### src/logic/rfac_pkg.sv
// Purpose: Constants for automatic carrier field control
// Assumes: 10 MHz ref_clk
// Notes:   Offsets are byte addresses on the plain register port
package rfac_pkg;
	localparam logic [15:0] RFAC_ADDR_AUTO     = 16'h6305;
	localparam logic [15:0] RFAC_ADDR_SEL      = 16'h6306;
	localparam logic [15:0] RFAC_ADDR_CTRL     = 16'h6304;
	localparam logic [15:0] RFAC_ADDR_STAT     = 16'h6307;
	localparam logic [7:0]  RFAC_AUTO_RST      = 8'h00;
	localparam logic [7:0]  RFAC_SEL_RST       = 8'h10;
	localparam logic [7:0]  RFAC_CTRL_RST      = 8'h00;
	localparam int          RFAC_B_AUTO_OFF    = 7;
	localparam int          RFAC_B_FULL_ASK    = 6;
	localparam int          RFAC_B_WAKE        = 5;
	localparam int          RFAC_B_CA          = 3;
	localparam int          RFAC_B_INIT        = 2;
	localparam int          RFAC_B_DRV2        = 1;
	localparam int          RFAC_B_DRV1        = 0;
	localparam int          RFAC_B_CHECK       = 2;
	localparam int          RFAC_CLK_HZ        = 10_000_000;
	localparam int          RFAC_ACTIVE_DELAY_TIME_NS       = 20_000;
	localparam int          RFAC_INITIAL_DELAY_TIME_NS       = 40_000;
	localparam int          RFAC_ACTIVE_DELAY_TIME_CYC      = (RFAC_ACTIVE_DELAY_TIME_NS / 100 > 0) ? RFAC_ACTIVE_DELAY_TIME_NS / 100 : 1;
	localparam int          RFAC_INITIAL_DELAY_TIME_CYC      = (RFAC_INITIAL_DELAY_TIME_NS / 100 > 0) ? RFAC_INITIAL_DELAY_TIME_NS / 100 : 1;
	localparam logic [1:0]  RFAC_DRV_TRI       = 2'h0;
	localparam logic [1:0]  RFAC_DRV_CODER     = 2'h1;
	localparam logic [1:0]  RFAC_DRV_EXT       = 2'h2;
	localparam logic [1:0]  RFAC_DRV_HIGH      = 2'h3;
endpackage : rfac_pkg

### src/logic/rfac_top.sv
// Purpose: Automatic carrier field control and transmitter source select
// Assumes: One clock ref_clk, asynchronous active-low reset
// Notes:   All state in one struct; ctrl at 0x6304, status at 0x6307
// Operation
// RULE_01: Carrier off after last bit when enabled; an active or initial delay ending in that same cycle still sets it
// RULE_02: Force full ASK overrides conductance setting
// RULE_03: Field wakes power-down when enabled
// RULE_04: Collision avoid enables internal slot choice
// RULE_05: Initial field-on starts, clears at carrier-on
// RULE_06: Initial field-on stays set if carrier on
// RULE_07: Software selects drivers before initial request
// RULE_08: Auto-enable sets carrier after active delay
// RULE_09: Initial turn-on needs field-free initial delay
// RULE_10: Auto register resets zero, mixed access
// RULE_11: Source-select field layout, bit four resets one
// RULE_12: Source-select fully read and writable
// RULE_13: Driver source encodes tri, coder, ext, high
// RULE_14: Carrier enable drives modulated antenna output
// RULE_15: Field-check blocks auto-set under external field
// RULE_16: Delays counted in cycles, field input synchronised
//
// Local design decision: the strobed register port.
module rfac_top
	import rfac_pkg::*;
#(
	parameter int ACTIVE_DELAY_TIME_CYC = RFAC_ACTIVE_DELAY_TIME_CYC,
	parameter int INITIAL_DELAY_TIME_CYC = RFAC_INITIAL_DELAY_TIME_CYC,
	parameter int SLOT_W   = 2
) (
	// Clock and reset
	input  wire logic              ref_clk,
	input  wire logic              arst_n,
	// Register port
	input  wire logic [15:0]       reg_addr,
	input  wire logic [7:0]        reg_wdata,
	input  wire logic              reg_wr,
	input  wire logic              reg_rd,
	output logic      [7:0]        reg_rdata,
	// Field and transmit status
	input  wire logic              ext_field_pin,
	input  wire logic              tx_last_bit,
	input  wire logic              cu_power_down,
	// Antenna and control outputs
	output logic                   drv1_carrier_on,
	output logic                   drv2_carrier_on,
	output logic                   force_full_ask,
	output logic                   cu_wake,
	output logic                   collision_avoid_on,
	output logic      [SLOT_W-1:0] ca_slot_n,
	output logic      [1:0]        load_modulation_source,
	output logic      [1:0]        antenna_driver_source,
	output logic      [3:0]        aux_output_source,
	output logic                   drv1_out_en,
	output logic                   drv2_out_en
);

	////////////////////////////////////////////////////////////////////////////
	typedef enum logic [2:0] {
		RFAC_IDLE = 3'b001,
		RFAC_WAIT = 3'b010,
		RFAC_INIT = 3'b100
	} rfac_state_t;

	typedef struct packed {
		logic [2:0]        sync;
		logic              field;
		logic              field_prev;
		rfac_state_t       st;
		logic [15:0]       cnt;
		logic [7:0]        auto_r;
		logic [7:0]        sel_r;
		logic [7:0]        ctrl_r;
		logic [SLOT_W-1:0] lfsr;
		logic [SLOT_W-1:0] slot;
		logic [7:0]        rdata;
		logic              wake;
		logic              d1_en;
		logic              d2_en;
	} rfac_regs_t;

	rfac_regs_t s_q;
	rfac_regs_t s_d;
	logic       auto_any;
	logic       carrier_any;
	logic       blocked;

	assign auto_any    = s_q.auto_r[RFAC_B_DRV1] | s_q.auto_r[RFAC_B_DRV2];
	assign carrier_any = s_q.ctrl_r[0] | s_q.ctrl_r[1];
	assign blocked     = s_q.ctrl_r[RFAC_B_CHECK] & s_q.field; // RULE_15

	////////////////////////////////////////////////////////////////////////////
	always_comb begin
		s_d       = s_q;
		s_d.rdata = 8'h00;
		// Field input from another domain: change counts once 2nd and 3rd agree
		s_d.sync = {s_q.sync[1:0], ext_field_pin}; // RULE_16
		if (s_q.sync[2] == s_q.sync[1]) begin
			s_d.field = s_q.sync[2];
		end
		s_d.field_prev = s_q.field;
		// Free-running LFSR gives the random slot
		s_d.lfsr = {s_q.lfsr[SLOT_W-2:0], ~^s_q.lfsr};
		if (reg_wr) begin
			unique case (reg_addr)
				RFAC_ADDR_AUTO: begin
					s_d.auto_r = {reg_wdata[7:5], 1'b0, reg_wdata[3:0]}; // RULE_10
					if (reg_wdata[RFAC_B_CA] && !s_q.auto_r[RFAC_B_CA]) begin
						s_d.slot = s_q.lfsr; // RULE_04
					end
					if (!reg_wdata[RFAC_B_INIT]) begin
						s_d.auto_r[RFAC_B_INIT] = s_q.auto_r[RFAC_B_INIT];
					end
				end
				RFAC_ADDR_SEL:  s_d.sel_r  = reg_wdata; // RULE_12
				RFAC_ADDR_CTRL: begin
					s_d.ctrl_r = reg_wdata;
					// Field check refuses new carrier bits while a field is sensed and a driver is auto-enabled
					if (reg_wdata[RFAC_B_CHECK] && s_q.field && auto_any) begin
						s_d.ctrl_r[1:0] = reg_wdata[1:0] & s_q.ctrl_r[1:0]; // RULE_15
					end
				end
				default: ;
			endcase
		end
		if (reg_rd) begin
			unique case (reg_addr)
				RFAC_ADDR_AUTO: s_d.rdata = {s_q.auto_r[7:5], 1'b0, s_q.auto_r[3], 1'b0,
				                             s_q.auto_r[1:0]}; // RULE_10
				RFAC_ADDR_SEL:  s_d.rdata = s_q.sel_r; // RULE_12
				RFAC_ADDR_CTRL: s_d.rdata = {s_q.ctrl_r[7:3], 1'b0, s_q.ctrl_r[1:0]};
				RFAC_ADDR_STAT: s_d.rdata = {5'h00, s_q.auto_r[RFAC_B_INIT], s_q.field,
				                             s_q.wake};
				default:        s_d.rdata = 8'h00;
			endcase
		end
		// Initial request with carrier already on: bit stays set
		s_d.wake = s_q.auto_r[RFAC_B_WAKE] & cu_power_down & s_q.field; // RULE_03
		if (s_q.auto_r[RFAC_B_AUTO_OFF] && tx_last_bit) begin
			s_d.ctrl_r[1:0] = 2'b00; // RULE_01
		end
		unique case (s_q.st)
			RFAC_IDLE: begin
				s_d.cnt = 16'h0000;
				if (s_q.auto_r[RFAC_B_INIT] && auto_any && !carrier_any) begin
					s_d.st = RFAC_INIT;
				end else if (auto_any && s_q.field_prev && !s_q.field) begin
					s_d.st = RFAC_WAIT; // RULE_08
				end
			end
			RFAC_WAIT: begin
				s_d.cnt = s_q.cnt + 16'h0001;
				if (s_q.field) begin
					s_d.st = RFAC_IDLE;
				end else if (s_q.cnt >= 16'(ACTIVE_DELAY_TIME_CYC - 1)) begin
					s_d.st = RFAC_IDLE;
					if (!blocked) begin
						s_d.ctrl_r[0] = s_q.auto_r[RFAC_B_DRV1]; // RULE_08
						s_d.ctrl_r[1] = s_q.auto_r[RFAC_B_DRV2];
					end
				end
			end
			RFAC_INIT: begin
				s_d.cnt = s_q.cnt + 16'h0001;
				if (s_q.field) begin
					s_d.cnt = 16'h0000; // RULE_09
				end else if (s_q.cnt >= 16'(INITIAL_DELAY_TIME_CYC - 1)) begin
					s_d.st = RFAC_IDLE;
					if (!blocked) begin
						s_d.ctrl_r[0]           = s_q.auto_r[RFAC_B_DRV1]; // RULE_09
						s_d.ctrl_r[1]           = s_q.auto_r[RFAC_B_DRV2];
						s_d.auto_r[RFAC_B_INIT] = 1'b0; // RULE_05
					end
				end
				if (!auto_any) begin
					s_d.st = RFAC_IDLE;
				end
			end
			default: s_d.st = RFAC_IDLE;
		endcase
		// Driver enables follow carrier bits unless source is tristate
		s_d.d1_en = s_d.ctrl_r[0] & (s_d.sel_r[5:4] != RFAC_DRV_TRI); // RULE_13 RULE_14
		s_d.d2_en = s_d.ctrl_r[1] & (s_d.sel_r[5:4] != RFAC_DRV_TRI);
	end

	////////////////////////////////////////////////////////////////////////////
	always_ff @(posedge ref_clk or negedge arst_n) begin
		if (!arst_n) begin
			s_q        <= '0;
			s_q.st     <= RFAC_IDLE;
			s_q.auto_r <= RFAC_AUTO_RST; // RULE_10
			s_q.sel_r  <= RFAC_SEL_RST; // RULE_11
			s_q.ctrl_r <= RFAC_CTRL_RST;
		end else begin
			s_q <= s_d;
		end
	end

	assign reg_rdata              = s_q.rdata;
	assign drv1_carrier_on        = s_q.ctrl_r[0]; // RULE_14
	assign drv2_carrier_on        = s_q.ctrl_r[1];
	assign force_full_ask         = s_q.auto_r[RFAC_B_FULL_ASK]; // RULE_02
	assign cu_wake                = s_q.wake;
	assign collision_avoid_on     = s_q.auto_r[RFAC_B_CA]; // RULE_04
	assign ca_slot_n              = s_q.slot;
	assign load_modulation_source = s_q.sel_r[7:6]; // RULE_11
	assign antenna_driver_source  = s_q.sel_r[5:4];
	assign aux_output_source      = s_q.sel_r[3:0];
	assign drv1_out_en            = s_q.d1_en;
	assign drv2_out_en            = s_q.d2_en;

	////////////////////////////////////////////////////////////////////////////
	property p_auto_off;
		@(posedge ref_clk) disable iff (!arst_n)
		(s_q.auto_r[RFAC_B_AUTO_OFF] && tx_last_bit && s_q.st == RFAC_IDLE)
			|=> !drv1_carrier_on && !drv2_carrier_on;
	endproperty
	a_auto_off: assert property (p_auto_off) else $error("carrier left on"); // RULE_01

	property p_ask;
		@(posedge ref_clk) disable iff (!arst_n)
		force_full_ask == s_q.auto_r[RFAC_B_FULL_ASK];
	endproperty
	a_ask: assert property (p_ask) else $error("ask mismatch"); // RULE_02

	property p_wake;
		@(posedge ref_clk) disable iff (!arst_n)
		(s_q.auto_r[RFAC_B_WAKE] && cu_power_down && s_q.field) |=> cu_wake;
	endproperty
	a_wake: assert property (p_wake) else $error("no wake"); // RULE_03

	property p_init_keep;
		@(posedge ref_clk) disable iff (!arst_n)
		(s_q.st == RFAC_IDLE && carrier_any && s_q.auto_r[RFAC_B_INIT] && !reg_wr
		 && !tx_last_bit) |=> s_q.auto_r[RFAC_B_INIT];
	endproperty
	a_init_keep: assert property (p_init_keep) else $error("init cleared"); // RULE_06

	property p_no_field_on;
		@(posedge ref_clk) disable iff (!arst_n)
		(s_q.st != RFAC_IDLE && s_q.field && s_q.ctrl_r[1:0] == 2'b00 && !reg_wr)
			|=> s_q.ctrl_r[1:0] == 2'b00;
	endproperty
	a_no_field_on: assert property (p_no_field_on) else $error("on in field"); // RULE_09

	property p_block;
		@(posedge ref_clk) disable iff (!arst_n)
		(blocked && !reg_wr && s_q.ctrl_r[1:0] == 2'b00) |=> s_q.ctrl_r[1:0] == 2'b00;
	endproperty
	a_block: assert property (p_block) else $error("check bypassed"); // RULE_15

	property p_rsvd;
		@(posedge ref_clk) disable iff (!arst_n)
		(reg_rd && reg_addr == RFAC_ADDR_AUTO) |=> reg_rdata[4] == 1'b0 && reg_rdata[2] == 1'b0;
	endproperty
	a_rsvd: assert property (p_rsvd) else $error("rsvd read"); // RULE_10

	property p_sel_rw;
		@(posedge ref_clk) disable iff (!arst_n)
		(reg_wr && reg_addr == RFAC_ADDR_SEL) ##1 (reg_rd && reg_addr == RFAC_ADDR_SEL && !reg_wr)
			|=> reg_rdata == $past(reg_wdata, 2);
	endproperty
	a_sel_rw: assert property (p_sel_rw) else $error("sel readback"); // RULE_12

	property p_wait_len;
		@(posedge ref_clk) disable iff (!arst_n)
		(s_q.st == RFAC_IDLE && $past(s_q.st) == RFAC_WAIT && !$past(s_q.field))
			|-> $past(s_q.cnt) == 16'(ACTIVE_DELAY_TIME_CYC - 1);
	endproperty
	a_wait_len: assert property (p_wait_len) else $error("active delay"); // RULE_16

	property p_init_clear;
		@(posedge ref_clk) disable iff (!arst_n)
		(s_q.st == RFAC_INIT && !s_q.field && s_q.cnt >= 16'(INITIAL_DELAY_TIME_CYC - 1) && auto_any
		 && !blocked) |=> !s_q.auto_r[RFAC_B_INIT];
	endproperty
	a_init_clear: assert property (p_init_clear) else $error("init kept"); // RULE_05

	property p_init_carrier;
		@(posedge ref_clk) disable iff (!arst_n)
		(s_q.st == RFAC_INIT && !s_q.field && s_q.cnt >= 16'(INITIAL_DELAY_TIME_CYC - 1) && !blocked
		 && s_q.auto_r[RFAC_B_DRV1]) |=> drv1_carrier_on;
	endproperty
	a_init_carrier: assert property (p_init_carrier) else $error("init no carrier"); // RULE_09

	property p_init_len;
		@(posedge ref_clk) disable iff (!arst_n)
		(s_q.st == RFAC_IDLE && $past(s_q.st) == RFAC_INIT && $past(auto_any))
			|-> $past(s_q.cnt) == 16'(INITIAL_DELAY_TIME_CYC - 1);
	endproperty
	a_init_len: assert property (p_init_len) else $error("initial delay"); // RULE_09

	property p_wait_set;
		@(posedge ref_clk) disable iff (!arst_n)
		(s_q.st == RFAC_WAIT && !s_q.field && s_q.cnt >= 16'(ACTIVE_DELAY_TIME_CYC - 1) && !blocked
		 && s_q.auto_r[RFAC_B_DRV2]) |=> drv2_carrier_on;
	endproperty
	a_wait_set: assert property (p_wait_set) else $error("wait no carrier"); // RULE_08

	property p_wait_enter;
		@(posedge ref_clk) disable iff (!arst_n)
		(s_q.st == RFAC_IDLE && auto_any && s_q.field_prev && !s_q.field
		 && !(s_q.auto_r[RFAC_B_INIT] && !carrier_any)) |=> s_q.st == RFAC_WAIT;
	endproperty
	a_wait_enter: assert property (p_wait_enter) else $error("no wait"); // RULE_08

	property p_rdata_idle;
		@(posedge ref_clk) disable iff (!arst_n)
		!reg_rd |=> reg_rdata == 8'h00;
	endproperty
	a_rdata_idle: assert property (p_rdata_idle) else $error("rdata stale"); // RULE_10

	property p_rsvd_wr;
		@(posedge ref_clk) disable iff (!arst_n)
		(reg_wr && reg_addr == RFAC_ADDR_AUTO) |=> !s_q.auto_r[4];
	endproperty
	a_rsvd_wr: assert property (p_rsvd_wr) else $error("rsvd stored"); // RULE_10

	property p_src_fields;
		@(posedge ref_clk) disable iff (!arst_n)
		{load_modulation_source, antenna_driver_source, aux_output_source} == s_q.sel_r;
	endproperty
	a_src_fields: assert property (p_src_fields) else $error("source fields"); // RULE_11

	property p_out_en1;
		@(posedge ref_clk) disable iff (!arst_n)
		drv1_out_en == (drv1_carrier_on && antenna_driver_source != RFAC_DRV_TRI);
	endproperty
	a_out_en1: assert property (p_out_en1) else $error("drv1 enable"); // RULE_13

	property p_out_en2;
		@(posedge ref_clk) disable iff (!arst_n)
		drv2_out_en == (drv2_carrier_on && antenna_driver_source != RFAC_DRV_TRI);
	endproperty
	a_out_en2: assert property (p_out_en2) else $error("drv2 enable"); // RULE_14

	property p_ca_slot;
		@(posedge ref_clk) disable iff (!arst_n)
		(reg_wr && reg_addr == RFAC_ADDR_AUTO && reg_wdata[RFAC_B_CA] && !collision_avoid_on)
			|=> ca_slot_n == $past(s_q.lfsr);
	endproperty
	a_ca_slot: assert property (p_ca_slot) else $error("slot not latched"); // RULE_04

	property p_sync;
		@(posedge ref_clk) disable iff (!arst_n)
		(s_q.sync[2] == s_q.sync[1]) |=> s_q.field == $past(s_q.sync[2]);
	endproperty
	a_sync: assert property (p_sync) else $error("field sync"); // RULE_16

	property p_block_wr;
		@(posedge ref_clk) disable iff (!arst_n)
		(reg_wr && reg_addr == RFAC_ADDR_CTRL && reg_wdata[RFAC_B_CHECK] && s_q.field
		 && auto_any && s_q.ctrl_r[1:0] == 2'b00 && s_q.st == RFAC_IDLE)
			|=> s_q.ctrl_r[1:0] == 2'b00;
	endproperty
	a_block_wr: assert property (p_block_wr) else $error("write in field"); // RULE_15

endmodule : rfac_top

### config.mk
export PLATFORM = sky130hd
export DESIGN_NAME = rfac_top
export DESIGN_NICKNAME = d
export VERILOG_FILES = /design/src/logic/rfac_pkg.sv /design/src/logic/rfac_top.sv
export SDC_FILE = /design/constraint.sdc
export NUM_CORES = 1
export LEC_CHECK = 0
export CAP_MARGIN = 20
export CORE_MARGIN = 4
export CORE_UTILIZATION = 68
export DETAILED_ROUTE_END_ITERATION = 16
export DONT_BUFFER_PORTS = 1
export PLACE_DENSITY = 0.95
export SLEW_MARGIN = 20
export SYNTH_ARGS = -nofsm -noshare
export SYNTH_HDL_FRONTEND = slang
export SYNTH_SLANG_ARGS = --single-unit
### constraint.sdc
create_clock -name ref_clk -period 2.75 [get_ports ref_clk]
set_input_delay 0.55 -clock ref_clk [delete_from_list [all_inputs] [get_ports ref_clk]]
set_output_delay 0.55 -clock ref_clk [all_outputs]
set_load 0.01 [all_outputs]
==> results.json <==
{
  "cp_slowest_cell": "or4b_4",
  "status": "completed",
  "start_kind": "primary input",
  "worstMarginPinSlew_ns": 0.765,
  "fillers": 255,
  "muxShareOfSynthArea_pct": 11.1,
  "finalInstanceArea_sq_um": 3230,
  "h-tree-depth": 3,
  "wl_microns": 6430,
  "routed_via_density": 6.69,
  "period_needed_ns": 2.19,
  "hpwlAfterDp_microns": 4250,
  "drcViolationCount": 0,
  "synthAdderAreaFrac_pct": 1.14,
  "ys.flop_type": "dfrtp_1",
  "fp.dieArea_sq_um": 5670,
  "regArea_sq_um": 1530,
  "power_density_nw_per_um2": 566,
  "yosysTopAreaCellShare_pct": 47.9,
  "synth_compound_area_share_pct": 12.6,
  "yosys-top-cells-area": "dfrtp_1 (48%), mux2_2 (6.9%), buf_4 (4.6%)",
  "synth_largest_area_cell": "dfrtp_1",
  "holdCritPathClass": "in -> async",
  "slew_viol_final": 0,
  "cp_data_required_time_ns": 2.95,
  "setup_tns_ns": 0,
  "cts_buffers": 9,
  "finalHoldViolCount": 0,
  "grt_pass1_wl_microns": 10300,
  "cp_top_family": "simple AND/OR/NAND/NOR gates",
  "grt_pass1_vias": 2122,
  "vias": 2207,
  "port_buffers": 0,
  "multiInputGateArea_sq_um": 1350,
  "synth.avg_cell_area_sq_um": 10.7,
  "p_leak_uw": 0.00142,
  "synth_seq_cells": 61,
  "antenna_left": 0,
  "cts_tree": "built",
  "crit_buf_inv": 0,
  "synthArstFlopShare_pct": 100,
  "critPathMaxFanout": 9,
  "die_y_microns": 75.3,
  "grt_overflow": 0,
  "worstSetupPathType": "in -> reg",
  "relSlewSlack_pct": 48.5,
  "cap_viol_max_count": 0,
  "cpPeakStageDelay_ns": 0.55,
  "clk_latency_ns": 0.33,
  "ys_seq_area_share_pct": 49.7,
  "clk_pin_slew_ns": 0.07,
  "gp_congestion": 0.880,
  "clockRootBuffer": "clkbuf_8",
  "core_area_sq_um": 4350,
  "cp_cell_sequence": "or4b_4 > nor4_2 > nand2_1 > o31ai_1 > a21oi_1",
  "synth-edff-count": 0,
  "num_rows": 24,
  "antenna_found_initial": 0,
  "cp-end-kind": "flip-flop",
  "final_cell_mix": "dfrtp_1 (59), o21ai_0 (28), nand2_1 (23), nor2_1 (20), mux2_2 (19)",
  "synthXorXnorAreaFrac_pct": 1.14,
  "fin_nets": 306,
  "syn_nets": 320,
  "synth_cell_type_count": 54,
  "grt_usage_pct": 24.5,
  "ir_worst_vdd_v": 0.000402,
  "clock_sinks": 61,
  "syn_to_final_growth_pct": 4.96,
  "grt_max_degree": 60,
  "postSynthCellCount": 287,
  "avgRoutedWirePerCell_microns": 19.5,
  "mostFrequentLayoutCell": "dfrtp_1",
  "setup_viol": 0,
  "synth-simple-area-share_pct": 18.0,
  "synthesis.area_sq_um": 3080,
  "fin_crit_sh_pct": 79.6,
  "yosysWarnings": 0,
  "first_iter_violations": 266,
  "synth_top_family_by_area": "simple AND/OR/NAND/NOR gates",
  "rsz0062_at_grt": "no",
  "first_pass_iters": 4,
  "die_w_microns": 75.3,
  "io_pins": 56,
  "max_freq_mhz": 457,
  "placed_area_sq_um": 2980,
  "clockBufferDepth": 2,
  "fin_skew_ns": 0.00715,
  "start_util_pct": 70.7,
  "antenna_cells": 0,
  "layout-drive-gt1-share_pct": 19.1,
  "cp.arrival_ns": 2.39
}
-- sequential cells by signal, indices dropped and copies added, names as in the netlist, 2 cells and up --
signal,cells
s_q,32
load_modulation_source,2
aux_output_source,4
antenna_driver_source,2
reg_rdata,8
ca_slot_n,2
s_d,4
-- path summary, 6_finish.rpt --
path                                       endpoint     startpoint  depth (start not counted)  slack (ns)
max in group asynchronous           drv1_carrier_on         arst_n                          1        2.43
setup reg to reg                            s_q[55]        s_q[39]                          6        0.80
min in group ref_clk                        s_d[61]  ext_field_pin                          0        0.25
setup / recovery                        drv1_out_en   reg_addr[10]                          5        0.56
hold / removal             antenna_driver_source[0]         arst_n                          0        0.06
hold reg to reg                             s_d[62]        s_d[61]                          0        0.37
-- metrics by stage --
stage / setup slack [ns] / cells / hold WS [ns] / utilization [%] / total power [uW]
finish: 0.561 / 330 / 0.0551 / 74.2 / 1830
global route: 0.504 / 330 / 0.0326 / 74.2 / 1890
CTS: 0.620 / 330 / 0.0454 / 74.2 / 1840
detailed placement: 0.296 / 313 / 0.257 / 68.4 / 947
global placement: 0.353 / 313 / 0.257 / 68.4 / 945
floorplan: 0.450 / 287 / 0.254 / - / 949
-- cell type report --
class | count | share of cell area [%]
Multi-Input combinational cell | 194 | 41.8
Tap cell | 52 | 2.01
Sequential cell | 61 | 47.3
Clock buffer | 11 | 4.37
Timing Repair Buffer | 4 | 1.55
Inverter | 3 | 0.348
Clock inverter | 5 | 2.59
-- what timing repair did --
item,4_1_cts,5_1_grt
setup endpoints to repair,0,0
buffers inserted,0,0
gates resized for setup,0,0
endpoints found under the hold margin,59,0
hold buffers,1,0
-- kinds of logic (layout without fill, tap and decap cells) --
group / after synthesis / count (layout)
AND/OR/NAND/NOR: 95 / 95
flip-flops: 61 / 61
multiplexers: 29 / 29
XOR/XNOR: 4 / 4
buffers and inverters: 32 / 23
adder cells (fa/ha/maj): 3 / 3
AO/OA/AOI/OAI: 63 / 63
-- power by group --
part	leakage, uW	internal [uW]	switching [uW]	total, uW
registers	0.000820	903	7.29	910
logic	0.000494	16.6	23.4	40.0
clock network	0.000106	536	342	879
-- cell usage after synthesis, drive strengths merged (3+ instances only) --
library cell  number
mux2              21
o21ai             29
xor2               3
dfrtp             59
nor3               7
nor2b              3
a21oi             10
and3               5
buf               21
mux2i              6
nand2b             3
nand3              4
o311ai             3
nor4               4
clkbuf             8
a31oi              4
o31ai              4
and2               4
o211ai             3
inv                3
nand2             23
nor2              21
nor3b              3
nand4              8
-- routing by layer --
metal,share of wire (%),track usage [%],vias up
met2,50,36.5,101
met5,0,0,-
met4,1.2,12.8,0
met1,42,33.7,1090
li1,-,-,1008
met3,7.0,5.41,8
No activity file was read; power rests on OpenSTA's default activity.
